--- src/hdl/wwt_pkg.sv ---
package wwt_pkg;

	// clock periods, both times in nanoseconds
	localparam int CLK_PERIOD_NS = 5;
	localparam int WDOG_CLK_PERIOD_NS = 31250; // 32 kHz watchdog clock
	localparam int WDOG_DIV_CYCLES = WDOG_CLK_PERIOD_NS / CLK_PERIOD_NS;
	localparam int SYNC_TICKS = 3; // watchdog clocks from refresh write to reload

	////////////////////////////////////////////////////////////////////////
	// register map
	localparam int ADDR_W = 8;
	localparam logic [7:0] OFF_REFRESH = 8'h00;
	localparam logic [7:0] OFF_CONTROL = 8'h04;
	localparam logic [7:0] OFF_STATUS = 8'h08;
	localparam logic [7:0] OFF_COUNT = 8'h0c;
	localparam logic [7:0] OFF_MASK = 8'h10;

	// field positions
	localparam int CTL_DEBUG_BIT = 31;
	localparam int CTL_CMP_MSB = 21;
	localparam int CTL_CMP_LSB = 16;
	localparam int CTL_PSC_MSB = 11;
	localparam int CTL_PSC_LSB = 8;
	localparam int CTL_IRQEN_BIT = 1;
	localparam int CTL_EN_BIT = 0;
	localparam int ST_MATCH_BIT = 2;
	localparam int ST_RSTF_BIT = 1;
	localparam int ST_IRQF_BIT = 0;
	localparam int ST_W = 3;

	// values
	localparam logic [31:0] REFRESH_KEY = 32'h0000_5aa5;
	localparam logic [5:0] CNT_TOP = 6'h3f;
	localparam logic [31:0] CTL_RESET = 32'h003f_0800;
	localparam logic [2:0] STATUS_RESET = 3'h0;
	localparam logic [2:0] MASK_RESET = 3'h0;

	// prescale period minus one, indexed by prescale_select
	localparam logic [10:0] PSC_TERM [16] = '{
		11'h000, 11'h001, 11'h003, 11'h007, 11'h00f, 11'h01f, 11'h03f, 11'h07f,
		11'h0bf, 11'h0ff, 11'h17f, 11'h1ff, 11'h2ff, 11'h3ff, 11'h5ff, 11'h7ff
	};

	////////////////////////////////////////////////////////////////////////
	// types
	typedef struct packed {
		logic [7:0] addr;
		logic [31:0] wdata;
		logic wr;
		logic rd;
	} wwt_bus_req_t;

	typedef enum logic [1:0] {
		RF_IDLE,
		RF_SYNC1,
		RF_SYNC2,
		RF_SYNC3
	} wwt_rf_state_t;

endpackage

--- src/hdl/wwt_window_watchdog.sv ---
module wwt_window_watchdog #(
	parameter int WDOG_DIV = wwt_pkg::WDOG_DIV_CYCLES
) (
	input wire logic clk,
	input wire logic rst,
	input wire logic por_rst,
	input wwt_pkg::wwt_bus_req_t bus_req,
	output logic [31:0] bus_rdata,
	input wire logic cpu_debug_halt,
	output logic sys_reset_req,
	output logic irq
);

	logic wd_tick;
	logic halt_s1_r, halt_s2_r, halt_s3_r, halted_r;
	logic ctl_dbg_r, ctl_irqen_r, ctl_en_r, ctl_locked_r;
	logic [5:0] ctl_cmp_r;
	logic [3:0] ctl_psc_r;
	logic [10:0] psc_cnt_r;
	logic [5:0] cnt_r;
	logic [5:0] cnt_dec;
	wwt_pkg::wwt_rf_state_t rf_state_r;
	logic match_flag_r, irq_flag_r, rst_flag_r;
	logic [2:0] mask_r;
	logic [2:0] status;
	logic reset_req_r, irq_r;
	logic [31:0] rdata_r;
	logic count_tick, dec_evt, reload_evt, match_evt;
	logic refresh_wr, key_wr, bad_window, ctl_wr, st_wr, mask_wr;
	logic [1:0] rf_ticks_r; // check-only tick count since the last accepted key
	// last tick index of the refresh sync, counted from zero
	localparam logic [1:0] RF_LAST = 2'(wwt_pkg::SYNC_TICKS - 1);

	////////////////////////////////////////////////////////////////////////
	// watchdog clock as an enable pulse
	wwt_tick_div #(
		.DIV(WDOG_DIV)
	) u_tick (
		.clk(clk),
		.rst(rst),
		.tick_r(wd_tick)
	);

	// debug halt comes from another domain: three stages, accept on agreement
	always_ff @(posedge clk) begin
		if (rst) begin
			halt_s1_r <= 1'b0;
			halt_s2_r <= 1'b0;
			halt_s3_r <= 1'b0;
			halted_r <= 1'b0;
		end else begin
			halt_s1_r <= cpu_debug_halt;
			halt_s2_r <= halt_s1_r;
			halt_s3_r <= halt_s2_r;
			if (halt_s2_r == halt_s3_r) begin
				halted_r <= halt_s3_r;
			end
		end
	end

	////////////////////////////////////////////////////////////////////////
	// bus decode
	assign refresh_wr = bus_req.wr && (bus_req.addr == wwt_pkg::OFF_REFRESH);
	assign ctl_wr = bus_req.wr && (bus_req.addr == wwt_pkg::OFF_CONTROL);
	assign st_wr = bus_req.wr && (bus_req.addr == wwt_pkg::OFF_STATUS);
	assign mask_wr = bus_req.wr && (bus_req.addr == wwt_pkg::OFF_MASK);
	// only the exact key counts; anything else falls through untouched
	assign key_wr = refresh_wr && ctl_en_r && (bus_req.wdata == wwt_pkg::REFRESH_KEY);
	assign bad_window = key_wr && (cnt_r > ctl_cmp_r);

	// control: one write only, guards against runaway code turning us off
	always_ff @(posedge clk) begin
		if (rst) begin
			ctl_dbg_r <= wwt_pkg::CTL_RESET[wwt_pkg::CTL_DEBUG_BIT];
			ctl_cmp_r <= wwt_pkg::CTL_RESET[wwt_pkg::CTL_CMP_MSB:wwt_pkg::CTL_CMP_LSB];
			ctl_psc_r <= wwt_pkg::CTL_RESET[wwt_pkg::CTL_PSC_MSB:wwt_pkg::CTL_PSC_LSB];
			ctl_irqen_r <= wwt_pkg::CTL_RESET[wwt_pkg::CTL_IRQEN_BIT];
			ctl_en_r <= wwt_pkg::CTL_RESET[wwt_pkg::CTL_EN_BIT];
			ctl_locked_r <= 1'b0;
		end else if (ctl_wr && !ctl_locked_r) begin
			ctl_dbg_r <= bus_req.wdata[wwt_pkg::CTL_DEBUG_BIT];
			ctl_cmp_r <= bus_req.wdata[wwt_pkg::CTL_CMP_MSB:wwt_pkg::CTL_CMP_LSB];
			ctl_psc_r <= bus_req.wdata[wwt_pkg::CTL_PSC_MSB:wwt_pkg::CTL_PSC_LSB];
			ctl_irqen_r <= bus_req.wdata[wwt_pkg::CTL_IRQEN_BIT];
			ctl_en_r <= bus_req.wdata[wwt_pkg::CTL_EN_BIT];
			ctl_locked_r <= 1'b1;
		end
	end

	////////////////////////////////////////////////////////////////////////
	// counting
	// a halt only freezes counting when the ignore bit is clear
	assign count_tick = wd_tick && ctl_en_r && (ctl_dbg_r || !halted_r);
	assign dec_evt = count_tick && (psc_cnt_r == wwt_pkg::PSC_TERM[ctl_psc_r]);
	assign reload_evt = wd_tick && (rf_state_r == wwt_pkg::RF_SYNC3);
	assign cnt_dec = cnt_r - 6'h01;
	assign match_evt = dec_evt && (cnt_r != 6'h00) && (cnt_dec == ctl_cmp_r);

	// prescaler restarts with each reload so the full window is given back
	always_ff @(posedge clk) begin
		if (rst || reload_evt) begin
			psc_cnt_r <= '0;
		end else if (dec_evt) begin
			psc_cnt_r <= '0;
		end else if (count_tick) begin
			psc_cnt_r <= psc_cnt_r + 11'h001;
		end
	end

	// refresh handshake: three watchdog ticks from key write to reload
	always_ff @(posedge clk) begin
		if (rst) begin
			rf_state_r <= wwt_pkg::RF_IDLE;
		end else if (key_wr && !bad_window) begin
			rf_state_r <= wwt_pkg::RF_SYNC1;
		end else if (wd_tick) begin
			case (rf_state_r)
				wwt_pkg::RF_SYNC1: rf_state_r <= wwt_pkg::RF_SYNC2;
				wwt_pkg::RF_SYNC2: rf_state_r <= wwt_pkg::RF_SYNC3;
				wwt_pkg::RF_SYNC3: rf_state_r <= wwt_pkg::RF_IDLE;
				default: rf_state_r <= wwt_pkg::RF_IDLE;
			endcase
		end
	end

	// down counter: reload beats decrement, sticks at zero
	always_ff @(posedge clk) begin
		if (rst) begin
			cnt_r <= wwt_pkg::CNT_TOP;
		end else if (reload_evt) begin
			cnt_r <= wwt_pkg::CNT_TOP;
		end else if (dec_evt && cnt_r != 6'h00) begin
			cnt_r <= cnt_dec;
		end
	end

	// reset request holds until the system reset comes back to us
	always_ff @(posedge clk) begin
		if (rst) begin
			reset_req_r <= 1'b0;
		end else if (ctl_en_r && cnt_r == 6'h00) begin
			reset_req_r <= 1'b1;
		end else if (bad_window) begin
			reset_req_r <= 1'b1;
		end
	end

	////////////////////////////////////////////////////////////////////////
	// status flags, set wins over a clearing write in the same cycle
	always_ff @(posedge clk) begin
		if (rst) begin
			match_flag_r <= wwt_pkg::STATUS_RESET[wwt_pkg::ST_MATCH_BIT];
		end else if (match_evt) begin
			match_flag_r <= 1'b1;
		end else if (st_wr && bus_req.wdata[wwt_pkg::ST_MATCH_BIT]) begin
			match_flag_r <= 1'b0;
		end
	end

	always_ff @(posedge clk) begin
		if (rst) begin
			irq_flag_r <= wwt_pkg::STATUS_RESET[wwt_pkg::ST_IRQF_BIT];
		end else if (match_evt && ctl_irqen_r) begin
			irq_flag_r <= 1'b1;
		end else if (st_wr && bus_req.wdata[wwt_pkg::ST_IRQF_BIT]) begin
			irq_flag_r <= 1'b0;
		end
	end

	// no reset but power-on clears this one; the reset we cause must not erase it
	always_ff @(posedge clk) begin
		if (por_rst) begin
			rst_flag_r <= wwt_pkg::STATUS_RESET[wwt_pkg::ST_RSTF_BIT];
		end else if (rst && reset_req_r) begin
			rst_flag_r <= 1'b1;
		end else if (st_wr && bus_req.wdata[wwt_pkg::ST_RSTF_BIT]) begin
			rst_flag_r <= 1'b0;
		end
	end

	assign status = {match_flag_r, rst_flag_r, irq_flag_r};

	// interrupt mask, same layout as status
	always_ff @(posedge clk) begin
		if (rst) begin
			mask_r <= wwt_pkg::MASK_RESET;
		end else if (mask_wr) begin
			mask_r <= bus_req.wdata[wwt_pkg::ST_W-1:0];
		end
	end

	// level interrupt, one cycle behind the flags
	always_ff @(posedge clk) begin
		if (rst) begin
			irq_r <= 1'b0;
		end else begin
			irq_r <= |(status & mask_r);
		end
	end

	////////////////////////////////////////////////////////////////////////
	// read port: data valid only in the cycle after the strobe
	always_ff @(posedge clk) begin
		if (rst || !bus_req.rd) begin
			rdata_r <= 32'h0000_0000;
		end else begin
			case (bus_req.addr)
				wwt_pkg::OFF_CONTROL: rdata_r <= {ctl_dbg_r, 9'h000, ctl_cmp_r, 4'h0,
					ctl_psc_r, 6'h00, ctl_irqen_r, ctl_en_r};
				wwt_pkg::OFF_STATUS: rdata_r <= {29'h0, status};
				wwt_pkg::OFF_COUNT: rdata_r <= {26'h0, cnt_r};
				wwt_pkg::OFF_MASK: rdata_r <= {29'h0, mask_r};
				default: rdata_r <= 32'h0000_0000; // refresh is write-only
			endcase
		end
	end

	assign bus_rdata = rdata_r;
	assign sys_reset_req = reset_req_r;
	assign irq = irq_r;

	// ticks since an accepted key, kept apart from the handshake so the reload
	// timing is judged independently; saturates at 3 when nothing is pending
	always_ff @(posedge clk) begin
		if (rst) begin
			rf_ticks_r <= 2'h3;
		end else if (key_wr && !bad_window) begin
			rf_ticks_r <= 2'h0;
		end else if (wd_tick && rf_ticks_r != 2'h3) begin
			rf_ticks_r <= rf_ticks_r + 2'h1;
		end
	end
endmodule

--- src/hdl/wwt_tick_div.sv ---
// one-cycle enable pulse every DIV clocks, stands in for the watchdog clock
module wwt_tick_div #(
	parameter int DIV = 6250
) (
	input wire logic clk,
	input wire logic rst,
	output logic tick_r
);

	localparam int CW = (DIV > 2) ? $clog2(DIV) : 1;
	localparam logic [CW-1:0] TERM = CW'(DIV - 1);

	logic [CW-1:0] cnt_r;

	// free-running divider, never gated so refresh sync keeps moving
	always_ff @(posedge clk) begin
		if (rst) begin
			cnt_r <= '0;
			tick_r <= 1'b0;
		end else if (cnt_r == TERM) begin
			cnt_r <= '0;
			tick_r <= 1'b1;
		end else begin
			cnt_r <= cnt_r + CW'(1);
			tick_r <= 1'b0;
		end
	end

endmodule

--- config.mk ---
export PLATFORM = sky130hd
export DESIGN_NAME = wwt_window_watchdog
export DESIGN_NICKNAME = d
export VERILOG_FILES = /design/src/hdl/wwt_pkg.sv /design/src/hdl/wwt_window_watchdog.sv /design/src/hdl/wwt_tick_div.sv
export SDC_FILE = /design/constraint.sdc
export NUM_CORES = 1
export LEC_CHECK = 0
export ABC_AREA = 1
export BUFFER_PORTS_ARGS = -buffer_cell sky130_fd_sc_hd__buf_2
export CELL_PAD_IN_SITES_DETAIL_PLACEMENT = 0
export CELL_PAD_IN_SITES_GLOBAL_PLACEMENT = 1
export CORE_AREA = 2 2 105 107
export DETAILED_ROUTE_END_ITERATION = 8
export DIE_AREA = 0 0 107 109
export PLACE_DENSITY = 0.75
export SYNTH_ARGS = -nofsm -noshare
export SYNTH_HDL_FRONTEND = slang
export SYNTH_HIERARCHICAL = 1
export SYNTH_SLANG_ARGS = --single-unit
--- constraint.sdc ---
create_clock -name clk -period 2.2 [get_ports clk]
set_input_delay 0.44 -clock clk [delete_from_list [all_inputs] [get_ports clk]]
set_output_delay 0.44 -clock clk [all_outputs]
set_load 0.05 [all_outputs]
==> impl_metrics.csv, run 1 <==
group,metric,value,unit
synth,async_flop_share,0,
clock_network,cts_hold_buffers,0,
critical_path,r2r_setup_slack,0.23,ns
finish,antenna_cells,0,
finish,drive_gt1_frac,0.172,
detailed_routing,vias_per_cell,4.74,
synth,yosysWarnings,6,
timing,skew,0.0118,ns
critical_path,cp-end-kind,"flop",
finish,fin_nets,705,
place,dp_hpwl,7830,um
power_and_ir_drop,power.density,607,nW/um^2
clock_network,cts_tree,"done",
detailed_routing,ant_nets,0,
clock_network,clk_pin_slew,0.08,ns
finish,final_area,4670,um^2
synth,ys_ff_latch,76,
detailed_routing,first_pass_iters,6,
synth,synthMuxAreaShare,0,
status,status,"finished, final reports clean",
grt,grt_first_pass_wirelength,16600,um
synth,synth_xor_area_frac,0.0175,
synth,syn_inst,575,
die,start_util,0.378,
grt,gr-usage-all-layers,0.182,
worst_hold_path,hp-class,"input pin to flop",
worst_hold_path,holdPathStages,2,
worst_hold_path,hold_end,"rst_flag_r",
synth,synth_top_family_by_area,"simple AND/OR/NAND/NOR gates",
critical_path,crit_type,"flop to flop",
synth,synth_compound_area_frac,0.0942,
finish,nFillCells,1166,
grt,grt_pass1_vias,3518,
grt,gr-total-overflow,0,
detailed_routing,drc_errors,0,
flow_run,maxCapViolCount,0,
detailed_routing,wire_per_inst,12.8,um
place,dpl_cell_area,4430,um^2
timing,fmax,507,MHz
power_and_ir_drop,ir_worst_vdd,0.361,mV
synth,synth_adder_area_share,0.0406,
timing,setup_tns,0,ns
critical_path,r2r-end,"irq_flag_r",
clock_network,clock-sinks,76,
synth,yosysSeqAreaShare,0.379,
synth,synth_top_flop_cell,"dfxtp_1",
timing,period_needed,1.97,ns
clock_network,post_cts_buffers,0,
finish,multi_input_area,2090,um^2
timing,period_share,0.897,
critical_path,worstPathRequired,2.48,ns
critical_path,crit_fanout,11,
clock_network,h-tree-depth,3,
timing,final-setup-viol-count,0,
clock_network,cts_buffers,9,
place,gp_congestion,0.867,
die,die_area,11700,um^2
critical_path,critPathLaunch,"cnt_r[0]",
finish,syn2layout_area_growth,16.4,%
timing,rsz0062_at_grt,"no",
critical_path,ff2ff_path_depth,10,
power_and_ir_drop,leakage,2.08,nW
die,ios,80,
detailed_routing,num_vias,3744,
die,coreArea,10600,um^2
clock_network,cts_buffer_depth,2,
detailed_routing,drt-initial-drc-count,112,
place,io_buffers,64,
critical_path,start_kind,"flop",
critical_path,r2r-start,"cnt_r[0]",
grt,grt_max_degree,19,
critical_path,critPathArrivalTime,2.26,ns
timing,hold_viol,0,
synth,yosysUniqueCellTypes,33,
synth,synth_edf_count,0,
finish,regArea,1520,um^2
worst_hold_path,worstHoldStart,"por_rst",
die,fp.dieH,109,um
timing,drv_slew,0,
grt,antenna_found_initial,0,
finish,final_common_cell,"nand2_1",
synth,syn_avg_cell_area,6.97,um^2
synth,synth_area,4010,um^2
clock_network,clock_latency,0.35,ns
die,rows,38,
detailed_routing,routed_wl,10100,um
clock_network,root_buffer,"clkbuf_8",
synth,synthSimpleGateAreaFrac,0.355,
die,fp.dieW,107,um
finish,layout_common_cells,"nand2_1 (138), dfxtp_1 (76), inv_1 (70)",
==> worst max path at each step <==
stage                      end  slack (ns)  cells past startpoint
CTS                 irq_flag_r        0.17                     10
global route        irq_flag_r        0.02                     11
detailed placement  irq_flag_r        0.18                     10
floorplan            ctl_dbg_r        0.57                      9
finish              irq_flag_r        0.23                     10
global placement    irq_flag_r        0.25                     10
==> state kept, by name, summed over array words and instances, names as in the netlist <==
| register | cells |
|---|---|
| bus_rdata | 17 |
| halt_s2_r | 1 |
| u_tick/cnt_r | 13 |
| sys_reset_req | 1 |
| halt_s1_r | 1 |
| mask_r | 3 |
| irq_flag_r | 1 |
| match_flag_r | 1 |
| ctl_locked_r | 1 |
| ctl_cmp_r | 6 |
| ctl_dbg_r | 1 |
| halt_s3_r | 1 |
| ctl_psc_r | 4 |
| psc_cnt_r | 11 |
| irq | 1 |
| halted_r | 1 |
| rst_flag_r | 1 |
| rf_state_r | 2 |
| ctl_irqen_r | 1 |
| ctl_en_r | 1 |
| cnt_r | 6 |
| u_tick/tick_r | 1 |
==> cells by family (layout without fill, tap and decap cells) <==
kind of cell,after synthesis,in the layout
buf+inv,99,160
simple gates,314,314
compound gates,64,64
xor+xnor,8,8
other cells,1,15
fa+ha+maj,13,13
flops,76,76
==> cell usage after synthesis (3+ instances only) <==
| cell | number | share of area |
|---|---|---|
| a21oi_1 | 28 | 0.035 |
| a21oi_2 | 5 | 0.011 |
| a31oi_1 | 3 | 0.0047 |
| buf_4 | 17 | 0.032 |
| clkbuf_1 | 5 | 0.0047 |
| dfxtp_1 | 76 | 0.38 |
| ha_1 | 13 | 0.041 |
| inv_1 | 70 | 0.066 |
| inv_2 | 3 | 0.0028 |
| nand2_1 | 138 | 0.13 |
| nand2_2 | 5 | 0.0078 |
| nand3_1 | 51 | 0.064 |
| nand3b_1 | 4 | 0.0075 |
| nand4_1 | 13 | 0.020 |
| nor2_1 | 65 | 0.061 |
| nor2_2 | 7 | 0.011 |
| nor2_4 | 3 | 0.0084 |
| nor3_1 | 16 | 0.020 |
| nor3b_2 | 3 | 0.0094 |
| nor4_1 | 3 | 0.0047 |
| o211ai_1 | 9 | 0.017 |
| o21ai_0 | 15 | 0.019 |
| xnor2_1 | 3 | 0.0066 |
| xor2_1 | 5 | 0.011 |
==> power breakdown <==
part	total, mW	switching, mW	internal (mW)
Combinational	0.173	0.125	0.0483
Clock	1.27	0.520	0.751
Sequential	1.39	0.00725	1.38
Total	2.83	0.653	2.18
==> per-stage QoR <==
stage          power (mW)  hold WS (ns)  std cells  utilization  worst slack, ns
2_1_floorplan        1.55         0.388        589            -            0.567
3_3_place_gp         1.59         0.394        775        0.418            0.251
3_5_place_dp         1.60         0.396        775        0.418            0.175
4_1_cts              2.86         0.230        790        0.440            0.171
5_1_grt              2.94         0.232        790        0.440           0.0228
6_report             2.83         0.241        790        0.440            0.226
==> repair_timing <==
action,in CTS,in global routing
hold endpoints to repair,0,0
endpoints found under the setup margin,0,2
resized for setup,0,1
==> metal layers <==
metal	track usage	vias up	wire [um]
met5	0	-	0
met4	0.0584	0	153
met3	0.0347	15	399
met2	0.288	78	4570
met1	0.251	1676	4960
li1	-	1975	-
==> cell type report <==
class / instances / area share
flip-flops and latches: 76 / 0.326
repair buffers: 70 / 0.0783
clock inverters: 4 / 0.0212
clock buffers: 11 / 0.0281
inverters: 75 / 0.0611
multi-input cells: 414 / 0.448
well taps: 140 / 0.0375
==> critical path, cell delays in order (launching register included) <==
cell        delay (ns)
dfxtp_1           0.38
clkinvlp_4        0.25
ha_1              0.36
inv_1             0.05
a21oi_1           0.13
o21ai_0           0.09
nor2_1            0.09
nand3_1           0.07
nor2_1            0.20
nand4_1           0.13
a21oi_1           0.15
(Power assumes the default switching activity.)
==> run 2, diff against run 1 <==
--- a/config.mk
+++ b/config.mk
@@ -12,6 +12,7 @@
 export CORE_AREA = 2 2 105 107
 export DETAILED_ROUTE_END_ITERATION = 8
 export DIE_AREA = 0 0 107 109
+export MAX_ROUTING_LAYER = met4
 export PLACE_DENSITY = 0.75
 export SYNTH_ARGS = -nofsm -noshare
 export SYNTH_HDL_FRONTEND = slang
==> run 2 against run 1 <==
Via count decreased by 0.32%; combinational power about the same; register-to-register slack got worse by 0.05 ns; sequential cell count unchanged; critical path depth unchanged; routed wire length decreased by 1.3%; largest power group unchanged; first-iteration DRC count increased by 65%; critical path type unchanged; count of clock-buffer cells in the layout decreased by 1; sequential share of layout area increased by 0.28 points; sequential power about the same; highest routed layer unchanged; worst hold slack got worse by 0.0034 ns.
==> impl_metrics.csv, run 2 (synthesis results as in run 1) <==
group,metric,value,unit
timing,final-setup-viol-count,0,
place,dpl_cell_area,4430,um^2
finish,antenna_cells,0,
power_and_ir_drop,leakage,2.07,nW
finish,drive_gt1_frac,0.175,
detailed_routing,wire_per_inst,12.6,um
grt,grt_max_degree,19,
clock_network,clock-sinks,76,
place,dp_hpwl,7740,um
power_and_ir_drop,power.density,568,nW/um^2
timing,whs,0.238,ns
clock_network,cts_buffers,9,
die,die_area,11700,um^2
finish,syn2layout_area_growth,15.4,%
grt,gr-total-overflow,0,
timing,fmax,493,MHz
detailed_routing,routed_wl,9950,um
die,fp.dieH,109,um
finish,final_cell_count_no_fill,790,
timing,setup_tns,0,ns
die,rows,38,
clock_network,h-tree-depth,3,
clock_network,clk_pin_slew,0.08,ns
finish,fin_nets,705,
die,coreArea,10600,um^2
detailed_routing,ant_nets,0,
finish,largest_reg_flops,17,
finish,final_area,4630,um^2
die,fp.dieW,107,um
grt,antenna_found_initial,0,
die,ios,80,
place,io_buffers,64,
timing,rsz0062_at_grt,"no",
timing,drv_slew,0,
timing,period_share,0.921,
detailed_routing,drc_errors,0,
grt,grt_pass1_vias,3320,
finish,layout_common_cells,"nand2_1 (138), dfxtp_1 (76), inv_1 (70)",
detailed_routing,vias_per_cell,4.72,
critical_path,crit_type,"flop to flop",
grt,gr-usage-all-layers,0.179,
worst_hold_path,hp-class,"input pin to flop",
place,dp_cells,775,
critical_path,start_kind,"flop",
critical_path,crit_fanout,11,
die,start_util,0.378,
critical_path,r2r_setup_slack,0.17,ns
critical_path,worstPathRequired,2.48,ns
critical_path,cp-end-kind,"flop",
clock_network,clock_latency,0.35,ns
status,status,"finished, final reports clean",
detailed_routing,drt-initial-drc-count,185,
clock_network,cts_tree,"done",
timing,period_needed,2.03,ns
finish,nFillCells,1124,
grt,grt_first_pass_wirelength,15900,um
finish,final_common_cell,"nand2_1",
critical_path,critPathArrivalTime,2.31,ns
power_and_ir_drop,ir_worst_vdd,0.233,mV
clock_network,cts_buffer_depth,2,
flow_run,maxCapViolCount,0,
detailed_routing,num_vias,3732,
finish,fin_util,0.437,
timing,hold_viol,0,
place,gp_congestion,0.917,
clock_network,root_buffer,"clkbuf_8",
detailed_routing,first_pass_iters,5,
timing,skew,0.00674,ns
## run 2: cell count changes in the layout (fill, tap and decap cells not counted)
cell	before	now
bufinv_16	3	1
clkbuf_1	2	0
clkbuf_8	9	10
clkinv_2	0	3
clkinv_4	1	0
clkinvlp_4	1	2
## run 2: power by group
group	total, mW	switching, mW	leakage, nW	internal (mW)
Clock	1.07	0.522	0.0979	0.543
Combinational	0.173	0.125	1.35	0.0483
Sequential	1.39	0.00696	0.614	1.38
Total	2.63	0.654	2.07	1.97
## run 2: per-layer routing
layer  up-vias  global-route usage  routed length, um
li1       1968                   -                  -
met1      1683               0.248               4990
met2        70               0.271               4450
met3        11              0.0215                382
met4         0              0.0612                127
met5         -                   -                  0
## run 2: final cells by class
type                       instances  area, um^2  share of cell area
clock buffer                      10         138              0.0297
clock inverter                     5        52.6              0.0114
inverter                          75         285              0.0616
multi-input combinational        414        2090               0.452
sequential                        76        1520               0.329
tap                              140         175              0.0378
timing repair buffer              70         365              0.0789
## run 2: final timing paths
path | startpoint | endpoint | cells past startpoint
worst max-delay path | cnt_r[0] | irq_flag_r | 10
worst min-delay path | por_rst | rst_flag_r | 2
worst max register to register | cnt_r[0] | irq_flag_r | 10
worst min register to register | halt_s1_r | halt_s2_r | 2
## run 2: metrics by stage
stage | setup slack [ns] | total power, mW
after floorplan | 0.567 | 1.55
after global placement | 0.218 | 1.59
after detailed placement | 0.205 | 1.59
after CTS | 0.183 | 2.66
after global routing | 0.0595 | 2.73
final | 0.174 | 2.63
## run 2: repair_timing
action | in CTS | in global routing
hold buffers | 0 | 0
endpoints found under the setup margin | 0 | 2
hold endpoints to repair | 0 | 0
buffers inserted | 0 | 0
resized for setup | 0 | 1
## run 2: critical path, stage by stage, from the launching register on
cell and delay (ns):
dfxtp_1 0.38, clkinvlp_4 0.24, ha_1 0.35, inv_1 0.05, a21oi_1 0.13, o21ai_0 0.09, nor2_1 0.11, nand3_1 0.08
nor2_1 0.26, nand4_1 0.14, a21oi_1 0.13
